## src/hw/cim_pkg.sv

```systemverilog
// package for the command-driven i2c master: register map, command bits,
// status codes, timing constants and the bus carrier structs.
// assumes a 50 MHz ref_clk and 32-bit apb data.
`default_nettype none
package cim_pkg;
  // ----------------------------------------------------------------
  // register map (byte addresses)
  // ----------------------------------------------------------------
  localparam logic [11:0] CIM_BIT_DURATION_ADDR = 12'h000;
  localparam logic [11:0] CIM_COMMAND_ADDR = 12'h004;
  localparam logic [11:0] CIM_STATUS_ADDR = 12'h008;
  localparam logic [11:0] CIM_TARGET_ADDR_ADDR = 12'h00C;
  localparam logic [11:0] CIM_RX_BYTE_ADDR = 12'h010;
  localparam logic [11:0] CIM_TX_BYTE_ADDR = 12'h014;
  localparam logic [7:0] CIM_RESET_BYTE = 8'h00;
  // ----------------------------------------------------------------
  // command bits
  // ----------------------------------------------------------------
  localparam int CIM_CMD_START_BIT = 5;
  localparam int CIM_CMD_STOP_BIT = 4;
  localparam int CIM_CMD_ADDR_BIT = 3;
  localparam int CIM_CMD_DATA_BIT = 2;
  localparam int CIM_CMD_RD_ACK_BIT = 1;
  localparam int CIM_CMD_RD_NACK_BIT = 0;
  localparam logic [7:0] CIM_CMD_START = 8'h20;
  localparam logic [7:0] CIM_CMD_STOP = 8'h10;
  localparam logic [7:0] CIM_CMD_ADDR = 8'h08;
  localparam logic [7:0] CIM_CMD_DATA = 8'h04;
  localparam logic [7:0] CIM_CMD_RD_ACK = 8'h02;
  localparam logic [7:0] CIM_CMD_RD_NACK = 8'h01;
  // ----------------------------------------------------------------
  // status codes
  // ----------------------------------------------------------------
  localparam logic [7:0] CIM_ST_IDLE = 8'h00;
  localparam logic [7:0] CIM_ST_START = 8'h01;
  localparam logic [7:0] CIM_ST_RSTART = 8'h02;
  localparam logic [7:0] CIM_ST_WADDR_ACK = 8'h34;
  localparam logic [7:0] CIM_ST_RADDR_ACK = 8'h2C;
  localparam logic [7:0] CIM_ST_WADDR_NACK = 8'h54;
  localparam logic [7:0] CIM_ST_RADDR_NACK = 8'h4C;
  localparam logic [7:0] CIM_ST_ADDR_ERR = 8'hE4;
  localparam logic [7:0] CIM_ST_RD_ACK = 8'h48;
  localparam logic [7:0] CIM_ST_RD_NACK = 8'h28;
  localparam logic [7:0] CIM_ST_WD_ACK = 8'h30;
  localparam logic [7:0] CIM_ST_WD_NACK = 8'h50;
  localparam logic [7:0] CIM_ST_WD_ERR = 8'hF0;
  localparam logic [7:0] CIM_ST_GEN_ERR = 8'hFF;
  // ----------------------------------------------------------------
  // timing
  // ----------------------------------------------------------------
  localparam int CIM_CLK_HZ = 50000000;
  localparam int CIM_UNIT_US = 1;
  localparam int CIM_CYC_PER_US = CIM_CLK_HZ / 1000000 * CIM_UNIT_US;
  // one microsecond split in four quarter slots of the bit
  localparam logic [3:0] CIM_QUARTER_CYC = 4'(CIM_CYC_PER_US / 4);
  localparam logic [3:0] CIM_QUARTER_LAST = 4'(CIM_CYC_PER_US / 4 - 1);
  // high quarters take the odd cycle, so one bit is one microsecond
  localparam logic [3:0] CIM_HIGH_QUARTER_LAST =
    4'(CIM_CYC_PER_US / 2 - CIM_CYC_PER_US / 4 - 1);
  localparam logic [3:0] CIM_BIT_LAST = 4'h7;
  localparam logic [3:0] CIM_ACK_SLOT = 4'h8;
  // ----------------------------------------------------------------
  // carriers
  // ----------------------------------------------------------------
  typedef struct packed {
    logic psel;
    logic penable;
    logic pwrite;
    logic [11:0] paddr;
    logic [31:0] pwdata;
  } cim_apb_req_t;
  typedef struct packed {
    logic pready;
    logic pslverr;
    logic [31:0] prdata;
  } cim_apb_rsp_t;
  typedef struct packed {
    logic scl_o;
    logic scl_oe;
    logic sda_o;
    logic sda_oe;
  } cim_pin_out_t;
endpackage
`default_nettype wire

```

## src/hw/cim_sync.sv

```systemverilog
// two-flop synchroniser for the serial clock and data pins.
// assumes the pins are asynchronous to ref_clk.
`default_nettype none
module cim_sync (
  // clock and reset
  input wire logic ref_clk,
  input wire logic rst,
  // pins in, synchronised out
  input wire logic [1:0] pin_in,
  output logic [1:0] pin_sync
);
  import cim_pkg::*;
  logic [1:0] stage1_reg;

  always_ff @(posedge ref_clk)
  begin
    if (rst)
    begin
      stage1_reg <= 2'h3;
      pin_sync <= 2'h3;
    end
    else
    begin
      stage1_reg <= pin_in;
      pin_sync <= stage1_reg;
    end
  end
endmodule
`default_nettype wire

```

## src/hw/cim_master.sv

```systemverilog
// command-driven i2c master with an apb register file.
// assumes an open-drain bus with external pull-ups; pins only pull low.
// Function
// - zero bit duration blocks all bus traffic
// - each bit lasts N microseconds
// - start or repeated start on bit 5
// - stop condition on bit 4, releases bus
// - send address byte, sample acknowledge
// - send transmit byte, sample acknowledge
// - receive byte with ACK or NACK
// - one command bit per command
// - status bits encode error, ack, mode
// - start completion sets status bits 0/1
// - byte completion shown by bits 2..6
// - composite status codes as listed
// - address bits 7..1, bit 0 direction
// - receive register holds last byte
//
// The register offsets and the APB register port were left to the implementer.
`default_nettype none
module cim_master (
  // clock and reset
  input wire logic ref_clk,
  input wire logic rst,
  // apb slave
  input wire cim_pkg::cim_apb_req_t apb_req,
  output cim_pkg::cim_apb_rsp_t apb_rsp,
  // open-drain i2c pins
  input wire logic scl_i,
  input wire logic sda_i,
  output cim_pkg::cim_pin_out_t pins,
  // activity
  output logic busy
);
  import cim_pkg::*;

  typedef enum {
    CIM_IDLE, CIM_START, CIM_BYTE, CIM_STOP
  } cim_state_t;

  // ----------------------------------------------------------------
  // helpers
  // ----------------------------------------------------------------
  function automatic logic is_one_hot(input logic [7:0] v);
    is_one_hot = (v != CIM_RESET_BYTE) && ((v & (v - 8'h01)) == 8'h00);
  endfunction

  logic [7:0] bit_duration_reg;
  logic [7:0] target_address_reg;
  logic [7:0] transmit_byte_reg;
  logic [7:0] receive_byte_reg;
  logic [7:0] status_reg;
  cim_state_t state_reg;
  logic [7:0] cmd_reg;
  logic open_reg;
  logic [1:0] pin_sync;
  logic scl_s;
  logic sda_s;
  logic [3:0] sub_reg;
  logic [7:0] us_reg;
  logic [1:0] phase_reg;
  logic [3:0] bitn_reg;
  logic [7:0] shift_reg;
  logic scl_o_reg;
  logic sda_o_reg;
  logic ack_seen_reg;
  logic wr_en;
  logic [31:0] prdata_reg;
  logic quarter_end;
  logic [3:0] sub_last;
  logic bit_end;
  logic cmd_fire;

  cim_sync u_sync (
    .ref_clk(ref_clk),
    .rst(rst),
    .pin_in({scl_i, sda_i}),
    .pin_sync(pin_sync)
  );
  assign scl_s = pin_sync[1];
  assign sda_s = pin_sync[0];

  // ----------------------------------------------------------------
  // apb slave: zero wait states, unmapped reads zero, no error
  // ----------------------------------------------------------------
  assign wr_en = apb_req.psel && apb_req.penable && apb_req.pwrite;
  assign apb_rsp = '{1'b1, 1'b0, prdata_reg};

  always_ff @(posedge ref_clk)
  begin
    if (rst)
      prdata_reg <= 32'h0000_0000;
    else if (apb_req.psel && !apb_req.penable && !apb_req.pwrite)
    begin
      if (apb_req.paddr == CIM_BIT_DURATION_ADDR)
        prdata_reg <= {24'h000000, bit_duration_reg};
      else if (apb_req.paddr == CIM_STATUS_ADDR)
        prdata_reg <= {24'h000000, status_reg};
      else if (apb_req.paddr == CIM_TARGET_ADDR_ADDR)
        prdata_reg <= {24'h000000, target_address_reg};
      else if (apb_req.paddr == CIM_RX_BYTE_ADDR)
        prdata_reg <= {24'h000000, receive_byte_reg};
      else
        prdata_reg <= 32'h0000_0000;
    end
  end

  always_ff @(posedge ref_clk)
  begin
    if (rst)
    begin
      bit_duration_reg <= CIM_RESET_BYTE;
      target_address_reg <= CIM_RESET_BYTE;
      transmit_byte_reg <= CIM_RESET_BYTE;
    end
    else if (wr_en)
    begin
      if (apb_req.paddr == CIM_BIT_DURATION_ADDR)
        bit_duration_reg <= apb_req.pwdata[7:0];
      else if (apb_req.paddr == CIM_TARGET_ADDR_ADDR)
        target_address_reg <= apb_req.pwdata[7:0];
      else if (apb_req.paddr == CIM_TX_BYTE_ADDR)
        transmit_byte_reg <= apb_req.pwdata[7:0];
    end
  end

  // accepted only when idle, enabled and exactly one bit set
  assign cmd_fire = wr_en && (apb_req.paddr == CIM_COMMAND_ADDR)
    && (state_reg == CIM_IDLE)
    && (bit_duration_reg != CIM_RESET_BYTE)
    && is_one_hot(apb_req.pwdata[7:0]);
  assign busy = (state_reg != CIM_IDLE);

  // ----------------------------------------------------------------
  // timebase: quarter-bit ticks of N/4 microseconds
  // ----------------------------------------------------------------
  // low quarters take 12 cycles per unit, high ones 13: a bit is N us
  assign sub_last = phase_reg[1] ? CIM_HIGH_QUARTER_LAST : CIM_QUARTER_LAST;
  assign quarter_end = (sub_reg == sub_last)
    && (us_reg == bit_duration_reg - 8'h01);
  assign bit_end = quarter_end && (phase_reg == 2'h3);

  always_ff @(posedge ref_clk)
  begin
    if (rst || state_reg == CIM_IDLE)
    begin
      sub_reg <= 4'h0;
      us_reg <= 8'h00;
      phase_reg <= 2'h0;
    end
    else if (sub_reg == sub_last)
    begin
      sub_reg <= 4'h0;
      if (quarter_end)
      begin
        us_reg <= 8'h00;
        phase_reg <= phase_reg + 2'h1;
      end
      else
        us_reg <= us_reg + 8'h01;
    end
    else
      sub_reg <= sub_reg + 4'h1;
  end

  // ----------------------------------------------------------------
  // sequencer
  // ----------------------------------------------------------------
  // phases: 0 scl low (sda moves), 1 scl low, 2 scl high, 3 scl high
  always_ff @(posedge ref_clk)
  begin
    if (rst)
    begin
      state_reg <= CIM_IDLE;
      cmd_reg <= CIM_RESET_BYTE;
      open_reg <= 1'b0;
      bitn_reg <= 4'h0;
      shift_reg <= CIM_RESET_BYTE;
      scl_o_reg <= 1'b1;
      sda_o_reg <= 1'b1;
      ack_seen_reg <= 1'b0;
      receive_byte_reg <= CIM_RESET_BYTE;
      status_reg <= CIM_ST_IDLE;
    end
    else
    begin
      case (state_reg)
        CIM_IDLE:
        begin
          if (cmd_fire)
          begin
            cmd_reg <= apb_req.pwdata[7:0];
            bitn_reg <= 4'h0;
            if (apb_req.pwdata[CIM_CMD_START_BIT])
              state_reg <= CIM_START;
            else if (apb_req.pwdata[CIM_CMD_STOP_BIT])
              state_reg <= CIM_STOP;
            else if (!open_reg)
              status_reg <= CIM_ST_GEN_ERR; // byte command without start
            else
            begin
              state_reg <= CIM_BYTE;
              if (apb_req.pwdata[CIM_CMD_ADDR_BIT])
                shift_reg <= target_address_reg;
              else if (apb_req.pwdata[CIM_CMD_DATA_BIT])
                shift_reg <= transmit_byte_reg;
              else
                shift_reg <= 8'hFF; // release sda while reading
            end
          end
        end
        CIM_START:
        begin
          // sda high in low half, falls while scl high
          if (quarter_end)
          begin
            case (phase_reg)
              2'h0: sda_o_reg <= 1'b1;
              2'h1: scl_o_reg <= 1'b1;
              2'h2: sda_o_reg <= 1'b0;
              default:
              begin
                scl_o_reg <= 1'b0;
                state_reg <= CIM_IDLE;
                open_reg <= 1'b1;
                status_reg <= open_reg ? CIM_ST_RSTART : CIM_ST_START;
              end
            endcase
          end
        end
        CIM_STOP:
        begin
          if (quarter_end)
          begin
            case (phase_reg)
              2'h0: sda_o_reg <= 1'b0;
              2'h1: scl_o_reg <= 1'b1;
              2'h2: sda_o_reg <= 1'b1;
              default:
              begin
                state_reg <= CIM_IDLE;
                open_reg <= 1'b0;
                status_reg <= CIM_ST_IDLE;
              end
            endcase
          end
        end
        CIM_BYTE:
        begin
          if (quarter_end)
          begin
            case (phase_reg)
              2'h0:
              begin
                if (bitn_reg == CIM_ACK_SLOT)
                  sda_o_reg <= !(cmd_reg[CIM_CMD_RD_ACK_BIT]
                    || cmd_reg[CIM_CMD_RD_NACK_BIT])
                    || cmd_reg[CIM_CMD_RD_NACK_BIT];
                else
                  sda_o_reg <= shift_reg[7];
              end
              2'h1: scl_o_reg <= 1'b1;
              2'h2:
              begin
                if (bitn_reg == CIM_ACK_SLOT)
                  ack_seen_reg <= !sda_s;
                else
                  shift_reg <= {shift_reg[6:0], sda_s};
              end
              default:
              begin
                scl_o_reg <= 1'b0;
                if (bitn_reg == CIM_ACK_SLOT)
                  state_reg <= CIM_IDLE;
                else
                  bitn_reg <= bitn_reg + 4'h1;
              end
            endcase
          end
          // completion codes at the end of the ack bit
          if (bit_end && bitn_reg == CIM_ACK_SLOT)
          begin
            if (cmd_reg[CIM_CMD_ADDR_BIT])
            begin
              if (!scl_s)
                status_reg <= CIM_ST_ADDR_ERR;
              else if (target_address_reg[0])
                status_reg <= ack_seen_reg ? CIM_ST_RADDR_ACK
                  : CIM_ST_RADDR_NACK;
              else
                status_reg <= ack_seen_reg ? CIM_ST_WADDR_ACK
                  : CIM_ST_WADDR_NACK;
            end
            else if (cmd_reg[CIM_CMD_DATA_BIT])
            begin
              if (!scl_s)
                status_reg <= CIM_ST_WD_ERR;
              else
                status_reg <= ack_seen_reg ? CIM_ST_WD_ACK : CIM_ST_WD_NACK;
            end
            else
            begin
              receive_byte_reg <= shift_reg;
              status_reg <= cmd_reg[CIM_CMD_RD_ACK_BIT] ? CIM_ST_RD_ACK
                : CIM_ST_RD_NACK;
            end
          end
        end
        default: state_reg <= CIM_IDLE;
      endcase
    end
  end

  // ----------------------------------------------------------------
  // pins: open drain, enable only to pull low
  // ----------------------------------------------------------------
  assign pins.scl_o = 1'b0;
  assign pins.sda_o = 1'b0;
  assign pins.scl_oe = !scl_o_reg;
  assign pins.sda_oe = !sda_o_reg;
endmodule
`default_nettype wire

```

## config.mk

```make
export PLATFORM = sky130hd
export DESIGN_NAME = cim_master
export DESIGN_NICKNAME = d
export VERILOG_FILES = /design/src/hw/cim_pkg.sv /design/src/hw/cim_sync.sv /design/src/hw/cim_master.sv
export SDC_FILE = /design/constraint.sdc
export NUM_CORES = 1
export LEC_CHECK = 0
export BUFFER_PORTS_ARGS = -buffer_cell sky130_fd_sc_hd__clkbuf_2
export CAP_MARGIN = 30
export CORE_UTILIZATION = 35
export DETAILED_ROUTE_END_ITERATION = 7
export GPL_TIMING_DRIVEN = 0
export PLACE_DENSITY_LB_ADDON = 0.1
export SETUP_SLACK_MARGIN = 0.4
export SYNTH_ARGS = -nofsm -noshare
export SYNTH_HDL_FRONTEND = slang
export SYNTH_HIERARCHICAL = 1
export SYNTH_SLANG_ARGS = --single-unit
```

## constraint.sdc

```tcl
create_clock -name ref_clk -period 2.8 [get_ports ref_clk]
set_input_delay 0 -clock ref_clk [delete_from_list [all_inputs] [get_ports ref_clk]]
set_output_delay 0 -clock ref_clk [all_outputs]
set_load 0.005 [all_outputs]
```

---- Word level (Yosys, flattened, before mapping) ----
Index checks and enable logic that the tools add are counted.
storage, ports and cells
  register bits ........................... 142
  bits in latches ......................... 0
  RAM bits ................................ 0
  ROM bits ................................ 0
  input bits .............................. 51
  output and inout bits ................... 39
  word-level logic and storage cells ...... 190
  memories kept ........................... 0
cells by class
  add/sub/neg operators ................... 6
  multipliers ............................. 0
  div/mod/pow operators ................... 0
  magnitude comparators ................... 0
  eq/ne operators ......................... 38
  shifts and indexed selects .............. 0
  multiplexer cells ....................... 69
  bitwise gates (word level) .............. 5
  reduce and logical (&&, ||, !) cells .... 53
operators by type and width
  operator             count
  $mux 32              9
  $mux 8               27
  $pmux 32 s3          1
  $eq 32x2->1 const B  2
  $logic_not 32->1     2
  $mux 7               5
  $ne 2x2->1 const B   17
  $eq 32x1->1 const B  1
  $pmux 8 s4           1
  $reduce_bool 32->1   1
  $eq 12x4->1 const B  2
  $eq 12x5->1 const B  2
  $mux 4               4
  $pmux 8 s2           1
  $reduce_bool 8->1    2
  $sub 8x1->8 const B  2
  $reduce_and 5->1     3
  $reduce_and 7->1     2
  $eq 12x3->1 const B  1
  $logic_and 1x1->1    12
  $logic_not 12->1     1
  $mux 1               12
  $reduce_and 4->1     3
  $pmux 1 s2           5
  other kinds (30)     53

---- Logic depth before layout (Yosys ltp) ----
Gate-level depths: netlist of run 1.
  depth after elaboration ................. 8
  depth in mapped cells ................... 11
  gate-level depth less buffers ........... 9

---- Cells and area by module ----
Netlist of run 1, hierarchy kept.
modules (own cells, without submodules)
  module      instances  cells each  area an instance (um2)  seq. area each (um2)
  cim_master  1          597         4956.0                  1681.6
  cim_sync    1          8           105.1                   80.1

---- Worst setup path after synthesis of run 1 ----
Ideal clock, no wire load.
  path kind ............................... reg-to-reg
  start point ............................. reg bit_duration_reg[3]
  end point ............................... reg receive_byte_reg[0]
  setup time .............................. 128 ps
  data arrival time ....................... 2516 ps
  data required time ...................... 2672 ps
  setup slack ............................. 156 ps
  cell stages (with the launch flop) ...... 9
  clock period less this slack ............ 2644 ps
  path through ............................ dfxtp_1 > buf_6 > or4_4 > or3_4 > a211oi_2 > nand4_2 > nor4_4 > mux2i_1 > nor2_1
between the ends
  word-level cells in the longest chain between the ends .. 6
ends and longest elaborated chain
  item                               RTL line           source
  from (decl)                        cim_master.sv:48   logic [7:0] bit_duration_reg;
  from (signal assigned)             cim_master.sv:119  bit_duration_reg <= apb_req.pwdata[7:0];
  $sub 8x1->8                        cim_master.sv:140  && (us_reg == bit_duration_reg - 8'h01);
  $eq 8x8->1                         cim_master.sv:140
  $logic_and 1x1->1                  cim_master.sv:140
  $logic_and 1x1->1                  cim_master.sv:141  assign bit_end = quarter_end && (phase_reg == 2'h3);
  $logic_and 1x1->1                  cim_master.sv:281  if (bit_end && bitn_reg == CIM_ACK_SLOT)
  $reduce_and 4->1 (no source line)  --
  to (signal assigned)               cim_master.sv:303  receive_byte_reg <= shift_reg;
  to (decl)                          cim_master.sv:51   logic [7:0] receive_byte_reg;
Every way passes these cells.
A chain may end at the register's enable or synchronous reset.

---- Worst setup path after layout of run 1 ----
  start point ............................. reg bit_duration_reg[3]
  end point ............................... reg state_reg[1]
between the ends
  word-level cells in the longest chain between the ends .. 5
  elaborated cells between the ends (all ways) .. 10
ends and longest elaborated chain
  item                                                       RTL line                              source
  $sub 8x1->8 or $reduce_bool 8->1 (tied branches)           cim_master.sv:140, cim_master.sv:130
  $eq 8x8->1 or $logic_and 1x1->1 (tied branches)            cim_master.sv:140, cim_master.sv:130
  $logic_and 1x1->1 (on tied branches)                       cim_master.sv:140, cim_master.sv:131
  $ne 2x2->1 (no source line) or $ne 2x1->1 (tied branches)  --
  $reduce_and 7->1 (no source line) (*)                      --
  to (signal assigned)                                       cim_master.sv:174                     state_reg <= CIM_IDLE;
  to (signal assigned)                                       cim_master.sv:195                     state_reg <= CIM_START;
  to (signal assigned)                                       cim_master.sv:197                     state_reg <= CIM_STOP;
  to (decl)                                                  cim_master.sv:53                      cim_state_t state_reg;
Every way passes the cells marked *; elsewhere a longest branch is shown, timed or not.

==> impl_results.md, run 1 <==
* Status: finished clean
* Worst relative slew slack at 46.3%
* Clock buffer depth at 2
* Clk sinks at 88
* Crit start category: register
* Ys flop type: dfxtp_1
* Number of global-route vias before repair at ~4,200
* Cell Pwr Density at 601 nW/um2
* Clock root cell: clkbuf_16
* Period utilization at a little over nine tenths
* DRT Pass-1 Iters at 5
* Die Height at 122 um
* Post-layout min period at around 2.6 ns
* Crit Path Class: reg2reg
* Leading area contributor after synthesis: dfxtp_1
* Drt drc at 0
* Synth top cells by count: 88 x dfxtp_1, 87 x nor2_1, 48 x mux2i_1
* CTS HTree Levels at 3
* CP Max Fanout at 7
* CTS clock-pin slew for the worst setup and hold paths at 0.07 ns
* Highest Clock Rate at 378 MHz
* Wire length per cell at 17.1 um
* VDD IR-drop max at 0.261 mV
* Count leader, synth: dfxtp_1
* CP Capture Type: register
* Initial Util at between 30% and 40%
* Rows at 43
* Mapped Cells at 605
* DIE AREA at 14,900 um2
* Synth area leaders: dfxtp_1 35%, mux2i_1 9.5%, nor2_1 6.5%
* Share of layout cells above drive strength 1 at 22.3%
* Number of synthesized flops with an enable pin at 0
* Post-Synth Simple-Gate Area at a little under a quarter
* Compound-gate portion of the synthesized area at between 10% and 20%
* Routability cong. at 0.811
* Unique cell type count in the Yosys netlist at 73
* DR iter-0 viols at between 200 and 300
* Crit path DAT at 2.93 ns
* Layout fillers at ~1,400
* Core Region at 14,000 um2
* Mapped Area at a little over 5000 um2
* GRT overflow at 0
* Clock latency on the worst-skew pair at 0.35 ns
* Final WS setup at 0.152 ns
* Reg-to-reg endpoint: state_reg[1]
* GRT Util Overall at 20.5%
* Worst R2R Setup Slack at 0.15 ns
* R2R depth at 10
* Initial antenna violation count at 0
* Pre-CTS WS at -0.162 ns
* Dpl hpwl at 10,700 um
* TNS Setup at 0 ns
* Worst slew pin tran at 0.794 ns
* Yosys top cell area share at 34.8%
* Synth Register Bits at 88
* Final max-slew violation count at 0
* CTS tree: built
* Yosys warns at 6
* Hold Path Depth at 3
* Vias/cell at 5.34
* Number of CTS-inserted buffers at 9
* Worst hold-check path type: in2reg
* Leak at 2.60 nW
* Top Ports at 90
* RSZ-0062 raised after global routing: true
* Port Buf Inserts at 35
* Hold Violations, Final at 0
* XOR/XNOR share of the synthesized area at 3.11%
* # diodes at 0
* Post-Synth Adder-Cell Area at 3.91%
* CP required at 3.08 ns
* Die X at 122 um
* Detail Route Antenna Nets at 0
* Part of the Yosys area used for sequential elements at 34.8%
* Hold path start: apb_req[7]
* Final-stage net count at 771
* Area added between synthesis and finish at 27.0%
* Setup violators final at 0
* Largest net degree at the start of global routing at 15
* Combinational family with the most area after synthesis: simple AND/OR/NAND/NOR gates
* Vias at 4,745
* Worst reg2reg path startpoint: bit_duration_reg[3]
* Final WL at 15,200 um
* Mean area per synthesized cell at 8.37 um2
* Post-synthesis mux area share at 9.49%
* Max Cap Violations at 0
* Worst hold endpoint: bit_duration_reg[7]
* First-pass GRT wire length at 23,000 um
* Synth async-reset ratio at 0%
* Clock Skew at 0.00984 ns
## per-stage QoR
step | hold slack, ns | total power, mW | std cells | cell area, um2 | utilization, %
2_1_floorplan | 0.0971 | 2.08 | 631 | 5190 | -
3_3_place_gp | 0.180 | 2.35 | 846 | 5590 | 40.0
3_5_place_dp | 0.180 | 2.37 | 846 | 5590 | 40.0
4_1_cts | 0.0166 | 3.76 | 881 | 6240 | 44.6
5_1_grt | 0.0596 | 4.07 | 889 | 6430 | 45.9
6_report | 0.0259 | 3.87 | 889 | 6430 | 45.9
## worst max-delay path: stages, from the launching register on
cell and delay (ns):
dfxtp_2 0.32, buf_6 0.11, or4_4 0.51, or3_4 0.37, buf_4 0.15, nand2_1 0.06
and4_4 0.21, buf_8 0.13, a31oi_2 0.13, or4_1 0.46, a21oi_2 0.13
## repair_timing
item | CTS | global route
buffers inserted | 13 | 7
hold buffers | 6 | 0
setup endpoints to repair | 47 | 40
gates cloned | 1 | 1
gates resized for setup | 40 | 39
hold endpoints to repair | 5 | 0
pin swaps | 7 | 19
## cell usage in the layout, fill, tap and decap left out, types with 6 or more instances in the layout
master,instances
nand4_1,12
o22ai_1,8
a21oi_1,30
dfxtp_1,84
o2111a_1,8
o21ai_0,16
nand3_1,7
inv_1,19
dlygate4sd3_1,6
nor3_1,16
o21ai_1,9
xnor2_1,10
nand2_1,31
ha_1,13
buf_6,11
clkbuf_2,36
and3_1,12
mux2i_1,48
a221oi_1,6
clkbuf_1,23
buf_4,43
clkbuf_16,10
xor2_1,8
nor2_1,87
a211oi_1,8
conb_1,28
## worst max path at each step
stage | from | cells past startpoint | end
floorplan | bit_duration_reg[3] | 8 | receive_byte_reg[0]
global placement | bit_duration_reg[3] | 8 | shift_reg[0]
detailed placement | bit_duration_reg[3] | 8 | shift_reg[3]
CTS | bit_duration_reg[3] | 9 | shift_reg[7]
global route | bit_duration_reg[3] | 10 | status_reg[6]
finish | bit_duration_reg[3] | 10 | state_reg[1]
## cell families after synthesis
family,Yosys count
AND/OR/NAND/NOR,222
adder cells (fa/ha/maj),16
other,2
buffers and inverters,80
XOR/XNOR,18
AO/OA/AOI/OAI,131
multiplexers,48
flip-flops,88
## power breakdown
group / total, mW / internal (mW) / switching, mW
clock: 1.29 / 0.779 / 0.516
sequential: 1.38 / 1.31 / 0.0619
combinational: 1.19 / 0.467 / 0.728
## layout make-up
| type | count | area, um2 | area share, % |
|---|---|---|---|
| Buffer | 60 | 399 | 6.21 |
| Clock buffer | 10 | 229 | 3.56 |
| Clock inverter | 5 | 82.6 | 1.28 |
| Inverter | 20 | 75.1 | 1.17 |
| Multi-Input combinational cell | 463 | 3200 | 49.8 |
| Sequential cell | 88 | 1770 | 27.6 |
| Tap cell | 180 | 225 | 3.50 |
| Timing Repair Buffer | 63 | 443 | 6.89 |
## routing by layer
metal	wire [um]	part of all wire (%)	vias up	track usage (%)
met5	0	0	-	0
li1	-	-	2331	-
met2	6810	45	154	31.4
met1	7190	47	2237	28.8
met3	828	5.4	23	2.51
met4	405	2.7	0	9.15
Power figures use the tool's default switching activity.
==> run 2: changes to the inputs <==
--- a/config.mk
+++ b/config.mk
@@ -7,7 +7,7 @@
 export LEC_CHECK = 0
 export BUFFER_PORTS_ARGS = -buffer_cell sky130_fd_sc_hd__clkbuf_2
 export CAP_MARGIN = 30
-export CORE_UTILIZATION = 35
+export CORE_UTILIZATION = 30
 export DETAILED_ROUTE_END_ITERATION = 7
 export GPL_TIMING_DRIVEN = 0
 export PLACE_DENSITY_LB_ADDON = 0.1
==> run 2 against run 1 <==
  * Cell count grew 4.6%
  * Sequential share of layout area fell by 0.65 points
  * Clock skew hardly changed
  * Largest power group unchanged
  * Critical path depth is 1 lower
  * Worst hold slack worse by 0.013 ns
  * Clock power about the same
  * Critical path type unchanged
  * Power shrank 0.90%
  * Count of clock-buffer cells in the layout is 1 higher
  * Utilization shrank 6.1 points
  * Fmax rose by 1.7%
==> impl_results.md, run 2 (synthesis gave the netlist of run 1 again) <==
* Top Ports at 90 (unchanged)
* Area after DPL at 5640 um2 (+0.90%)
* Worst R2R Setup Slack at 0.20 ns (+0.04 ns)
* Die X at 132 um (+7.9%)
* Worst setup startpoint: bit_duration_reg[3]
* DRT Pass-1 Iters at 4 (-1)
* Number of global-route vias before repair at 4,442 (+5.6%)
* Crit-path slowest cell: or4_4
* Max incr delay on CP at 0.51 ns (about the same)
* Worst relative slew slack at 45.0% (-1.3 points)
* Cell Pwr Density at 581 nW/um2 (-3.4%)
* Clk sinks at 88 (unchanged)
* Highest Clock Rate at 384 MHz (+1.7%)
* Port Buf Inserts at 35 (unchanged)
* Die Height at 132 um (+7.9%)
* Number of CTS-inserted buffers at 9 (unchanged)
* Worst hold-check path type: in2reg
* TNS Setup at 0 ns (unchanged)
* First-pass GRT wire length at 24,500 um (+6.2%)
* Max Cap Violations at 0 (unchanged)
* Commonest non-fill, non-tap cell in the layout: nor2_1
* Drt drc at 0 (unchanged)
* Clock root cell: clkbuf_16
* Crit Path Class: reg2reg
* Clock buffer depth at 2 (unchanged)
* Worst Setup EP: shift_reg[7]
* Vias at 4,655 (-1.9%)
* Leak at 2.62 nW (+0.55%)
* Crit-path cells: buf_6 > or4_4 > or3_4 > a211oi_4 > buf_6 > a31oi_4 > o311a_1 > nor3_2 > a21oi_1
* Period utilization at 93.0% (-1.6 points)
* GRT Util Overall at 18.2% (-2.3 points)
* Largest net degree at the start of global routing at 16 (+1)
* Reg-to-reg endpoint: shift_reg[7]
* Final WL at 15,600 um (+2.5%)
* Setup violators final at 0 (unchanged)
* CP Max Fanout at 5 (-2)
* Core Region at 16,500 um2 (+18%)
* Hold path start: apb_req[7]
* DR iter-0 viols at 273 (-3.5%)
* Worst slew pin tran at 0.823 ns (+0.0289 ns)
* GRT overflow at 0 (unchanged)
* Detail Route Antenna Nets at 0 (unchanged)
* Final-stage net count at 771 (unchanged)
* Status: finished clean
* Layout Cells excl Fill at 930 (+4.6%)
* DIE AREA at 17,400 um2 (+16%)
* CTS HTree Levels at 3 (unchanged)
* WHS at 0.0128 ns (-0.0131 ns)
* Post-layout min period at 2.60 ns (-0.0448 ns)
* Routability cong. at 0.829 (+2.2%)
* Multi-input logic area at 3320 um2 (+3.6%)
* Most frequent CP cell: buf_6
* VDD IR-drop max at 0.303 mV (+16%)
* Worst reg2reg path startpoint: bit_duration_reg[3]
* Final WS setup at 0.197 ns (+0.0448 ns)
* Area added between synthesis and finish at 30.2%
* Rows at 47 (+9.3%)
* RSZ-0062 raised after global routing: true
* Crit path DAT at 2.85 ns (-0.08 ns)
* Cells after DPL at 886 (+4.7%)
* Share of layout cells above drive strength 1 at 24.2% (+1.9 points)
* Clock Skew at 0.0101 ns (+0.000306 ns)
* Total power at 3.83 mW (-0.90%)
* Final Cell Area at 6590 um2 (+2.6%)
* CP Capture Type: register
* Final Util at 39.9% (-6.1 points)
* Commonest cells after routing, fill and taps aside: 87 x nor2_1, 82 x dfxtp_1, 48 x mux2i_1
* Storage cell area at 1770 um2 (+0.14%)
* Initial antenna violation count at 0 (unchanged)
* Final max-slew violation count at 0 (unchanged)
* Hold Violations, Final at 0 (unchanged)
* Layout fillers at 1,719 (+22%)
* R2R depth at 9 (-1)
* Clock latency on the worst-skew pair at 0.36 ns (about the same)
* Initial Util at 30.6% (-5.6 points)
* CP required at 3.05 ns (-0.03 ns)
* CTS tree: built
* CTS clock-pin slew for the worst setup and hold paths at 0.07 ns (about the same)
* Crit start category: register
* Dpl hpwl at 11,400 um (+6.0%)
* Wire length per cell at 16.8 um (-2.0%)
* Vias/cell at 5.01 (-6.2%)
* Pre-CTS WS at -0.194 ns (-0.0323 ns)
* # diodes at 0 (unchanged)
## run 2: cell types whose count changed in the layout (fill, tap and decap cells not counted), moves of 3 or more
cell / previous run / this run
and3_1: 12 / 9
and3_4: 1 / 4
buf_6: 11 / 8
nor3_1: 16 / 12
nor3_2: 2 / 6
## run 2: cell type report
class | instances | share of cell area, %
repair buffers | 63 | 6.74
plain buffers | 60 | 6.07
clock buffers | 11 | 3.68
multi-input cells | 463 | 50.3
flip-flops and latches | 88 | 26.9
well taps | 220 | 4.18
clock inverters | 5 | 0.968
inverters | 20 | 1.14
## run 2: what timing repair did
action / in CTS / in global routing
setup endpoints to repair: 47 / 43
endpoints found under the hold margin: 5 / 0
cloned: 0 / 1
pin swaps: 20 / 15
setup buffers: 15 / 6
resized for setup: 56 / 35
hold buffers: 6 / 0
## run 2: per-layer routing
metal	vias to the layer above	GRT usage (%)	part of all wire [%]
met4	0	6.85	2.4
met5	-	0	0
li1	2331	-	-
met3	25	3.77	4.2
met2	110	27.8	44
met1	2189	25.2	49
## run 2: how the worst min path moves through the flow
stage	depth (start not counted)	to
after floorplan	1	u_sync/pin_sync[0]
final	3	bit_duration_reg[7]
after global routing	3	target_address_reg[7]
after detailed placement	2	u_sync/stage1_reg[0]
after CTS	3	target_address_reg[7]
after global placement	2	u_sync/stage1_reg[1]
## run 2: critical path: cells and delay by family (launching register included)
family	cells	cell delay (ns)
AO/OA/AOI/OAI	4	0.87
buffers and inverters	2	0.26
AND/OR/NAND/NOR	3	1.04
flip-flops	1	0.32
## run 2: report_power, final
group	total (mW)	internal (mW)	leakage [nW]	switching [mW]
logic	1.19	0.470	1.76	0.725
clock network	1.26	0.722	0.146	0.538
registers	1.38	1.31	0.716	0.0617
total	3.83	2.51	2.62	1.32
